File: src/mam_defs.svh
// Alarm codes, blink counts and lamp timing
`ifndef MAM_DEFS_SVH
`define MAM_DEFS_SVH
`define MAM_CODE_NONE 8'h00
`define MAM_CODE_POS_RANGE 8'h32
`define MAM_CODE_STACK 8'h90
`define MAM_CODE_SEQ_REF 8'h94
`define MAM_CODE_CALC_OVF 8'h98
`define MAM_CODE_PARAM_RANGE 8'h99
`define MAM_CODE_ZERO_DIV 8'h9A
`define MAM_CODE_PC_WRITE 8'h9D
`define MAM_CODE_VAR_REF 8'h9E
`define MAM_CODE_PARAM_WRITE 8'h9F
`define MAM_CODE_MOTION_BUSY 8'hA0
`define MAM_CODE_USER 8'hE0
`define MAM_CODE_PANIC 8'h68
`define MAM_CODE_LS_LOGIC 8'h60
`define MAM_CODE_LS_REVERSE 8'h61
`define MAM_CODE_HOME_FAIL 8'h62
`define MAM_CODE_HOME_MISSING 8'h63
`define MAM_CODE_TIM_SENSOR 8'h64
`define MAM_CODE_HW_OVERTRAVEL 8'h66
`define MAM_CODE_SW_OVERTRAVEL 8'h67
`define MAM_CODE_LS_OFFSET 8'h6A
`define MAM_CODE_DRV_ALARM 8'h6E
`define MAM_CODE_DRV_CONN 8'h6F
`define MAM_CODE_MOTION_PARAM 8'h70
`define MAM_CODE_NVM 8'h41
`define MAM_CODE_SYS 8'hF0
`define MAM_CODE_MEM 8'hF1
`define MAM_CODE_SEQ_INT 8'hF2
`define MAM_BLINK_ONE 4'h1
`define MAM_BLINK_SIX 4'h6
`define MAM_BLINK_SEVEN 4'h7
`define MAM_BLINK_NINE 4'h9
`define MAM_BLINK_STEADY 4'h0
`define MAM_CLK_HZ 20000000
`define MAM_BLINK_ON_MS 200
`define MAM_BLINK_OFF_MS 200
`define MAM_PAUSE_MS 1200
`define MAM_MS_CYCLES(ms) ((ms) * (`MAM_CLK_HZ / 1000))
`define MAM_SRC_COUNT 27
`define MAM_TMR_W 25
`endif

File: src/mam_pkg.sv
// Types shared by the motion alarm manager
package mam_pkg;
    typedef enum logic [1:0] {
        MAM_ACT_NONE,
        MAM_ACT_STOP,
        MAM_ACT_SELECT,
        MAM_ACT_CURRENT_OFF
    } mam_action_t;
    typedef enum logic [1:0] {
        MAM_SEL_STOP,
        MAM_SEL_CURRENT_OFF,
        MAM_SEL_NONE,
        MAM_SEL_RSVD
    } mam_select_t;
endpackage : mam_pkg

File: src/mam_blinker.sv
// Blink-group generator for the alarm indicator
`timescale 1ns/1ps
`include "mam_defs.svh"
module mam_blinker
    import mam_pkg::*;
(
    // Clock and reset
    input wire logic clk,
    input wire logic rst_b,
    // Pattern request
    input wire logic active,
    input wire logic [3:0] blink_count,
    // Indicator
    output logic lamp
);
    typedef enum {MAM_B_IDLE, MAM_B_ON, MAM_B_OFF, MAM_B_PAUSE} mam_bstate_t;
    localparam logic [`MAM_TMR_W-1:0] ON_CYC = `MAM_TMR_W'(`MAM_MS_CYCLES(`MAM_BLINK_ON_MS));
    localparam logic [`MAM_TMR_W-1:0] OFF_CYC = `MAM_TMR_W'(`MAM_MS_CYCLES(`MAM_BLINK_OFF_MS));
    localparam logic [`MAM_TMR_W-1:0] PAUSE_CYC = `MAM_TMR_W'(`MAM_MS_CYCLES(`MAM_PAUSE_MS));
    mam_bstate_t state;
    logic [`MAM_TMR_W-1:0] timer;
    logic [3:0] done;
    logic expired;
    assign expired = (timer == `MAM_TMR_W'(1));
    ////////////////////////////////////////////////////////////////////////////
    always_ff @(posedge clk or negedge rst_b)
    begin
        if (!rst_b)
        begin
            state <= MAM_B_IDLE;
            timer <= '0;
            done <= 4'h0;
            lamp <= 1'b0;
        end
        else if (!active || blink_count == `MAM_BLINK_STEADY)
        begin
            // Internal faults (steady code) hold the lamp lit; no alarm keeps it dark
            state <= MAM_B_IDLE;
            done <= 4'h0;
            lamp <= active;
        end
        else
        begin
            unique case (state)
                MAM_B_IDLE:
                begin
                    state <= MAM_B_ON;
                    timer <= ON_CYC;
                    lamp <= 1'b1;
                end
                MAM_B_ON:
                begin
                    if (expired)
                    begin
                        lamp <= 1'b0;
                        if (done + 4'h1 >= blink_count)
                        begin
                            state <= MAM_B_PAUSE;
                            timer <= PAUSE_CYC;
                            done <= 4'h0;
                        end
                        else
                        begin
                            state <= MAM_B_OFF;
                            timer <= OFF_CYC;
                            done <= done + 4'h1;
                        end
                    end
                    else
                        timer <= timer - `MAM_TMR_W'(1);
                end
                MAM_B_OFF, MAM_B_PAUSE:
                begin
                    if (expired)
                    begin
                        state <= MAM_B_ON;
                        timer <= ON_CYC;
                        lamp <= 1'b1;
                    end
                    else
                        timer <= timer - `MAM_TMR_W'(1);
                end
            endcase
        end
    end
endmodule : mam_blinker

File: src/mam_manager.sv
// Alarm latch, action decode and outputs of the motion alarm manager
//
// Behaviour
// - Any alarm sets an assigned alarm output active; all but 0xF0/0xF1/0xF2 blink the indicator.
// - Position beyond signed 32-bit range: 0x32, one blink, stop, clearable.
// - Stack exhausted 0x90, missing subroutine 0x94: one blink, stop, clearable.
// - Overflow 0x98, divide by zero 0x9A: one blink, stop, clearable.
// - Position counter write while moving: 0x9D, one blink, stop.
// - Undefined variable 0x9E, barred parameter write 0x9F: one blink, stop, clearable.
// - Incompatible motion start while moving: 0xA0, one blink, stop.
// - User alarm raise latches 0xE0, one blink, stop, clearable.
// - Panic stop: 0x68, six blinks, action from alarm action select.
// - Both limit switches active: 0x60, seven blinks, stop.
// - Limit opposite seek direction while homing: 0x61, stop.
// - Unstable limit while homing 0x62; home never seen 0x63; both stop.
// - Timing or sensor input missing at home: 0x64, stop.
// - Hardware over-travel 0x66, soft limit 0x67; action from alarm action select.
// - Limit during homing offset move: 0x6A, stop.
// - Driver alarm 0x6E, driver no response 0x6F: stop.
// - Incompatible motion parameters: 0x70, stop.
// - Corrupt nonvolatile data: 0x41, nine blinks, current off, clear ignored.
// - Internal faults 0xF0/0xF1/0xF2 hold indicator on, current off, clear ignored.
// - Clear command clears clearable alarms only; system reset always clears.
// - Alarm query returns the currently latched code.
// - Out-of-range parameter set: 0x99, one blink, stop.
`timescale 1ns/1ps
`include "mam_defs.svh"
module mam_manager
    import mam_pkg::*;
(
    // Clock and reset
    input wire logic clk,
    input wire logic rst_b,
    // Condition pulses from motion and sequence engines
    input wire logic position_out_of_range,
    input wire logic stack_overflow,
    input wire logic sequence_missing,
    input wire logic calc_overflow,
    input wire logic param_out_of_range,
    input wire logic zero_division,
    input wire logic position_counter_busy_write,
    input wire logic variable_missing,
    input wire logic param_write_prohibited,
    input wire logic motion_while_moving,
    input wire logic user_alarm_raise,
    input wire logic panic_stop_input,
    input wire logic panic_stop_command,
    input wire logic limit_switch_pos,
    input wire logic limit_switch_neg,
    input wire logic home_seeking,
    input wire logic home_seek_positive,
    input wire logic home_limit_unstable,
    input wire logic home_not_found,
    input wire logic timing_position_signal_missing,
    input wire logic soft_limit_exceeded,
    input wire logic home_offset_moving,
    input wire logic driver_alarm,
    input wire logic driver_no_response,
    input wire logic motion_param_error,
    input wire logic nvm_corrupt,
    input wire logic internal_state_error,
    input wire logic memory_access_error,
    input wire logic sequence_code_invalid,
    // Host commands and settings
    input wire logic alarm_clear_command,
    input wire logic system_reset_command,
    input wire logic alarm_code_query,
    input wire logic [1:0] alarm_action_select,
    input wire logic alarm_output_assigned,
    input wire logic alarm_output_active_level,
    // Status and actions
    output logic [7:0] alarm_code,
    output logic query_valid,
    output logic [7:0] query_code,
    output logic alarm_indicator,
    output logic alarm_output,
    output logic stop_motion,
    output logic disable_current
);
    ////////////////////////////////////////////////////////////////////////////
    // Condition table, lowest index wins; fatal ones first
    logic [`MAM_SRC_COUNT-1:0] hit;
    logic [7:0] src_code [`MAM_SRC_COUNT];
    logic [3:0] src_blink [`MAM_SRC_COUNT];
    mam_action_t src_act [`MAM_SRC_COUNT];
    logic any_limit;
    logic opposite_limit;
    assign any_limit = limit_switch_pos | limit_switch_neg;
    assign opposite_limit = home_seek_positive ? limit_switch_neg
                                               : limit_switch_pos;

    always_comb
    begin
        hit[0] = internal_state_error;
        src_code[0] = `MAM_CODE_SYS;
        hit[1] = memory_access_error;
        src_code[1] = `MAM_CODE_MEM;
        hit[2] = sequence_code_invalid;
        src_code[2] = `MAM_CODE_SEQ_INT;
        hit[3] = nvm_corrupt;
        src_code[3] = `MAM_CODE_NVM;
        hit[4] = panic_stop_input | panic_stop_command;
        src_code[4] = `MAM_CODE_PANIC;
        hit[5] = limit_switch_pos & limit_switch_neg;
        src_code[5] = `MAM_CODE_LS_LOGIC;
        hit[6] = home_seeking & opposite_limit;
        src_code[6] = `MAM_CODE_LS_REVERSE;
        hit[7] = home_seeking & home_limit_unstable;
        src_code[7] = `MAM_CODE_HOME_FAIL;
        hit[8] = home_seeking & home_not_found;
        src_code[8] = `MAM_CODE_HOME_MISSING;
        hit[9] = home_seeking & timing_position_signal_missing;
        src_code[9] = `MAM_CODE_TIM_SENSOR;
        hit[10] = home_offset_moving & any_limit;
        src_code[10] = `MAM_CODE_LS_OFFSET;
        // Homing handles its own limits, so over-travel is masked then
        hit[11] = any_limit & ~home_seeking & ~home_offset_moving;
        src_code[11] = `MAM_CODE_HW_OVERTRAVEL;
        hit[12] = soft_limit_exceeded;
        src_code[12] = `MAM_CODE_SW_OVERTRAVEL;
        hit[13] = driver_alarm;
        src_code[13] = `MAM_CODE_DRV_ALARM;
        hit[14] = driver_no_response;
        src_code[14] = `MAM_CODE_DRV_CONN;
        hit[15] = motion_param_error;
        src_code[15] = `MAM_CODE_MOTION_PARAM;
        hit[16] = position_out_of_range;
        src_code[16] = `MAM_CODE_POS_RANGE;
        hit[17] = stack_overflow;
        src_code[17] = `MAM_CODE_STACK;
        hit[18] = sequence_missing;
        src_code[18] = `MAM_CODE_SEQ_REF;
        hit[19] = calc_overflow;
        src_code[19] = `MAM_CODE_CALC_OVF;
        hit[20] = param_out_of_range;
        src_code[20] = `MAM_CODE_PARAM_RANGE;
        hit[21] = zero_division;
        src_code[21] = `MAM_CODE_ZERO_DIV;
        hit[22] = position_counter_busy_write;
        src_code[22] = `MAM_CODE_PC_WRITE;
        hit[23] = variable_missing;
        src_code[23] = `MAM_CODE_VAR_REF;
        hit[24] = param_write_prohibited;
        src_code[24] = `MAM_CODE_PARAM_WRITE;
        hit[25] = motion_while_moving;
        src_code[25] = `MAM_CODE_MOTION_BUSY;
        hit[26] = user_alarm_raise;
        src_code[26] = `MAM_CODE_USER;
    end

    genvar gi;
    generate
        for (gi = 0; gi < `MAM_SRC_COUNT; gi++)
        begin : g_src
            assign src_blink[gi] = (gi < 3) ? `MAM_BLINK_STEADY :
                                   (gi == 3) ? `MAM_BLINK_NINE :
                                   (gi == 4) ? `MAM_BLINK_SIX :
                                   (gi < 16) ? `MAM_BLINK_SEVEN : `MAM_BLINK_ONE;
            assign src_act[gi] = (gi < 4) ? MAM_ACT_CURRENT_OFF :
                                 (gi == 4 || gi == 11 || gi == 12) ? MAM_ACT_SELECT :
                                 MAM_ACT_STOP;
        end
    endgenerate

    ////////////////////////////////////////////////////////////////////////////
    // Priority pick
    logic any_hit;
    logic [7:0] pick_code;
    logic [3:0] pick_blink;
    mam_action_t pick_act;
    always_comb
    begin
        any_hit = 1'b0;
        pick_code = `MAM_CODE_NONE;
        pick_blink = `MAM_BLINK_ONE;
        pick_act = MAM_ACT_NONE;
        for (int i = `MAM_SRC_COUNT - 1; i >= 0; i--)
        begin
            if (hit[i])
            begin
                any_hit = 1'b1;
                pick_code = src_code[i];
                pick_blink = src_blink[i];
                pick_act = src_act[i];
            end
        end
    end

    ////////////////////////////////////////////////////////////////////////////
    // Latch: first alarm holds until cleared
    logic latched;
    logic [3:0] blink_count;
    mam_action_t action;
    logic clearable;
    logic do_clear;
    assign clearable = (action != MAM_ACT_CURRENT_OFF);
    // Event in the clear cycle stays latched
    assign do_clear = system_reset_command
                      | (alarm_clear_command & clearable);

    always_ff @(posedge clk or negedge rst_b)
    begin
        if (!rst_b)
        begin
            latched <= 1'b0;
            alarm_code <= `MAM_CODE_NONE;
            blink_count <= `MAM_BLINK_ONE;
            action <= MAM_ACT_NONE;
        end
        else if (any_hit && (!latched || do_clear))
        begin
            latched <= 1'b1;
            alarm_code <= pick_code;
            blink_count <= pick_blink;
            action <= pick_act;
        end
        else if (latched && do_clear)
        begin
            latched <= 1'b0;
            alarm_code <= `MAM_CODE_NONE;
            blink_count <= `MAM_BLINK_ONE;
            action <= MAM_ACT_NONE;
        end
    end

    ////////////////////////////////////////////////////////////////////////////
    // Query answer
    always_ff @(posedge clk or negedge rst_b)
    begin
        if (!rst_b)
        begin
            query_valid <= 1'b0;
            query_code <= `MAM_CODE_NONE;
        end
        else
        begin
            query_valid <= alarm_code_query;
            if (alarm_code_query)
                query_code <= alarm_code;
        end
    end

    ////////////////////////////////////////////////////////////////////////////
    // System action; selectable action tracks the setting live
    always_ff @(posedge clk or negedge rst_b)
    begin
        if (!rst_b)
        begin
            stop_motion <= 1'b0;
            disable_current <= 1'b0;
        end
        else
        begin
            unique case (action)
                MAM_ACT_NONE:
                begin
                    stop_motion <= 1'b0;
                    disable_current <= 1'b0;
                end
                MAM_ACT_STOP:
                begin
                    stop_motion <= 1'b1;
                    disable_current <= 1'b0;
                end
                MAM_ACT_SELECT:
                begin
                    stop_motion <= (alarm_action_select != MAM_SEL_NONE);
                    disable_current <= (alarm_action_select == MAM_SEL_CURRENT_OFF);
                end
                MAM_ACT_CURRENT_OFF:
                begin
                    stop_motion <= 1'b1;
                    disable_current <= 1'b1;
                end
            endcase
        end
    end

    ////////////////////////////////////////////////////////////////////////////
    // Alarm output: low in reset, then inactive level while unassigned or idle
    always_ff @(posedge clk or negedge rst_b)
    begin
        if (!rst_b)
            alarm_output <= 1'b0;
        else if (alarm_output_assigned && latched)
            alarm_output <= alarm_output_active_level;
        else
            alarm_output <= ~alarm_output_active_level;
    end

    mam_blinker u_blinker (
        .clk(clk),
        .rst_b(rst_b),
        .active(latched),
        .blink_count(blink_count),
        .lamp(alarm_indicator)
    );
endmodule : mam_manager

File: config.mk
export PLATFORM = sky130hd
export DESIGN_NAME = mam_manager
export DESIGN_NICKNAME = d
export VERILOG_FILES = /design/src/mam_pkg.sv /design/src/mam_blinker.sv /design/src/mam_manager.sv
export VERILOG_INCLUDE_DIRS = /design/src
export SDC_FILE = /design/constraint.sdc
export NUM_CORES = 1
export LEC_CHECK = 0
export BUFFER_PORTS_ARGS = -buffer_cell sky130_fd_sc_hd__buf_2
export CORE_MARGIN = 2
export CORE_UTILIZATION = 50
export DETAILED_ROUTE_END_ITERATION = 8
export PLACE_DENSITY = 0.78
export SLEW_MARGIN = 20
export SYNTH_ARGS = -nofsm -noshare
export SYNTH_HDL_FRONTEND = slang
export SYNTH_SLANG_ARGS = --single-unit
File: constraint.sdc
create_clock -name clk -period 3.4 [get_ports clk]
set_clock_uncertainty 0.2 [all_clocks]
set_input_delay 0 -clock clk [delete_from_list [all_inputs] [get_ports clk]]
set_output_delay 0 -clock clk [all_outputs]
set_load 0.05 [all_outputs]
==> run_results.csv <==
group,metric,value,unit
status,status,"finished clean",
sta,rsz0062_at_grt,"false",
critical_path,crit_fanout,8,
floorplan,rows,30,
sta,min_period,3150,ps
floorplan,die_x,86.9,um
power_and_ir_drop,clkPwrFrac,25.8,%
finish,final_cell_mix,"buf_2 (58), dfrtp_1 (57), o21ai_0 (41), nand2_1 (35), dlygate4sd3_1 (31)",
flow_run,maxCapViolCount,0,
detailed_routing,via_count,3402,
sta,worst_pin_slew,825,ps
global_route,grt_pass1_vias,3237,
finish,drive_above_1_share,22.3,%
sta,tns,0,ps
sta,max_freq,0.317,GHz
global_route,grt_pass1_wl,14500,um
clock_tree,clk_pin_slew,70,ps
detailed_routing,ant_nets,0,
sta,finalCritPeriodShare,92.7,%
logic_synthesis,synth_ff_type,"dfrtp_1",
clock_tree,h-tree-depth,3,
logic_synthesis,synth_top_area_share,41.5,%
placement,hpwlAfterDp,6100,um
sta,finalWorstSetupSlack,250,ps
placement,port_buffers,58,
global_route,grt_max_degree,32,
finish,postLayoutCoreUtil,63.7,%
power_and_ir_drop,power_density,498,nW/um2
power_and_ir_drop,power_frac_seq,41.2,%
critical_path,cp_slowest_cell,"dlygate4sd3_1",
detailed_routing,drt_first_pass_iters,5,
sta,timing.hold.ws,18.5,ps
critical_path,cpPeakStageDelay,590,ps
finish,layout_commonest_cell,"buf_2",
logic_synthesis,syn_inst,383,
sta,setup_violations,0,
logic_synthesis,synth_edf_count,0,
power_and_ir_drop,p_sw_share,38.1,%
clock_tree,cts_buffers,9,
critical_path,path_cells,"dlygate4sd3_1 -> buf_2 -> nor4_1 -> nand3_1 -> nor3_1 -> a21oi_1 -> o211ai_1 -> dlygate4sd3_1 -> o21ai_0 -> dlygate4sd3_1",
global_route,grt_overflow,0,
power_and_ir_drop,power_switching,812,uW
floorplan,core-area,6720,um2
detailed_routing,drt-initial-drc-count,235,
power_and_ir_drop,p_leak,0.00182,uW
clock_tree,cts_tree,"yes",
detailed_routing,viasPerCell,6.09,
logic_synthesis,synth_top_area_cell,"dfrtp_1",
global_route,antenna_found_initial,0,
placement,place_ws,755,ps
logic_synthesis,async_reset_ff_share,100,%
sta,slew_violations,0,
power_and_ir_drop,pwr-share-comb,32.9,%
floorplan,die_h,86.9,um
logic_synthesis,synth_cell_type_count,60,
logic_synthesis,ys_seq_area_share,42.2,%
global_route,track_usage,24.2,%
finish,syn_to_final_growth,24.5,%
critical_path,path_class,"in -> reg",
sta,hold_viol,0,
sta,slew_headroom,44.6,%
detailed_routing,totalWireLength,8790,um
clock_tree,cts_max_path_buffers,2,
power_and_ir_drop,internal_power,1320,uW
clock_tree,clkLatencyLatePin,330,ps
critical_path,end_kind,"register",
power_and_ir_drop,totalPowerFinal,2130,uW
logic_synthesis,syn_area_per_cell,8.98,um2
clock_tree,clockRootBuffer,"clkbuf_8",
detailed_routing,post_drt_wl_per_cell,15.7,um
finish,num-fill-cells,558,
logic_synthesis,ys_seq_elements,58,
clock_tree,clock-sinks,58,
critical_path,critical_path.n_buffers_inverters,4,
placement,place_congestion,0.933,
floorplan,start_util,51.2,%
floorplan,dieArea,7560,um2
logic_synthesis,syn_nets,428,
finish,fin_nets,519,
floorplan,ioPinCount,59,
power_and_ir_drop,peakVddDrop,0.000320,V
clock_tree,postCtsSetupRepairBufs,0,
critical_path,cpLargestDelayFamily,"buffers and inverters",
logic_synthesis,yosysWarnings,0,
critical_path,critical_path_required,3460,ps
logic_synthesis,synth.area.top_cells,"dfrtp_1 (41%), o21ai_0 (6.0%), nand2_1 (3.8%)",
detailed_routing,drc,0,
finish,antennaDiodeCount,0,
critical_path,cp-start-kind,"primary input",
min_path,hp-class,"in -> async",
logic_synthesis,synth_area,3440,um2
critical_path,cpMostUsedCell,"dlygate4sd3_1",
critical_path,worstPathArrival,3210,ps
## worst paths after layout
kind	from	end	slack [ps]	cells after the start
worst max-delay path	position_out_of_range	blink_count[0]$_DFFE_PN1P_	250	10
worst min-delay path	rst_b	u_blinker.timer[6]$_DFFE_PN0N_	20	2
worst max register to register	action[1]$_DFFE_PN0P_	blink_count[0]$_DFFE_PN1P_	430	8
worst min register to register	u_blinker.timer[15]$_DFFE_PN0N_	u_blinker.timer[15]$_DFFE_PN0N_	290	1
max in group asynchronous	rst_b	blink_count[0]$_DFFE_PN1P_	2110	3
min in group clk	motion_while_moving	alarm_code[5]$_DFFE_PN0P_	20	5
## metrics by stage
step | std cells | instance area (um2)
after detailed placement | 512 | 3790
after CTS | 559 | 4270
after floorplan | 383 | 3440
final | 559 | 4280
after global placement | 512 | 3790
after global routing | 559 | 4280
## synthesized netlist by cell type, drive strengths merged, types with 3 or more instances
| master | count |
|---|---|
| mux2 | 10 |
| nor2 | 31 |
| o41ai | 4 |
| nand3 | 15 |
| ha | 7 |
| nor2b | 6 |
| a21oi | 26 |
| or2 | 3 |
| a31oi | 5 |
| nand2 | 36 |
| o21a | 3 |
| nor3 | 21 |
| nand2b | 6 |
| dfrtp | 57 |
| inv | 11 |
| nand4 | 7 |
| clkbuf | 8 |
| or4 | 5 |
| a22o | 4 |
| nand3b | 4 |
| a32o | 4 |
| a211oi | 6 |
| nor3b | 3 |
| nor4 | 9 |
| o31ai | 3 |
| buf | 6 |
| and3 | 4 |
| xnor2 | 3 |
| o21ai | 49 |
| a21boi | 4 |
## per-layer routing
metal	vias to the layer above	wire length, um	global-route usage, %
met5	-	0	0
met4	0	127	8.52
met3	19	509	5.31
met2	125	4510	42.2
met1	1646	3640	29.3
li1	1612	-	-
## worst reg2reg max path, delay by kind of cell (launching register included)
| family | cells | cell delay (ps) |
|---|---|---|
| simple gates | 3 | 370 |
| buf+inv | 2 | 1170 |
| compound gates | 3 | 750 |
| flops | 1 | 420 |
## flip-flops by register name, summed over array words and instances, names as in the netlist
name and count:
action 2, alarm_code 8, alarm_output 1, blink_count 3, disable_current 1, latched 1
query_code 8, query_valid 1, stop_motion 1, u_blinker.done 4, u_blinker.lamp 1, u_blinker.state 2
u_blinker.timer 25
## area by class of cell
cell class	count	area [um2]	share of cell area [%]
well taps	80	100	2.34
inverters	11	41.3	0.964
multi-input cells	300	1880	43.9
repair buffers	94	638	14.9
flip-flops and latches	58	1450	33.9
clock inverters	5	30.0	0.701
clock buffers	11	141	3.30
## timing repair
item / CTS / global route
resized for setup: 0 / 2
hold buffers: 31 / 0
hold endpoints to repair: 53 / 0
endpoints found under the setup margin: 0 / 1
## kinds of logic (layout without fill, tap and decap cells)
group	count (synthesis)	in the layout	synth area share (%)
DFF	58	58	42.2
xor gates and xnor gates	5	5	1.27
adders and majority gates	7	7	2.55
buffers and inverters	25	121	3.53
AOI/OAI and AO/OA	120	120	21.9
muxes	11	11	3.57
and+or+nand+nor	157	157	25.0
## power by group through the flow
stage	registers (uW)	clock network, uW	logic [uW]
floorplan	956	0	414
global placement	882	0	651
detailed placement	888	0	666
CTS	877	567	693
global route	892	600	771
finish	879	550	702
(Power assumes the default switching activity.)
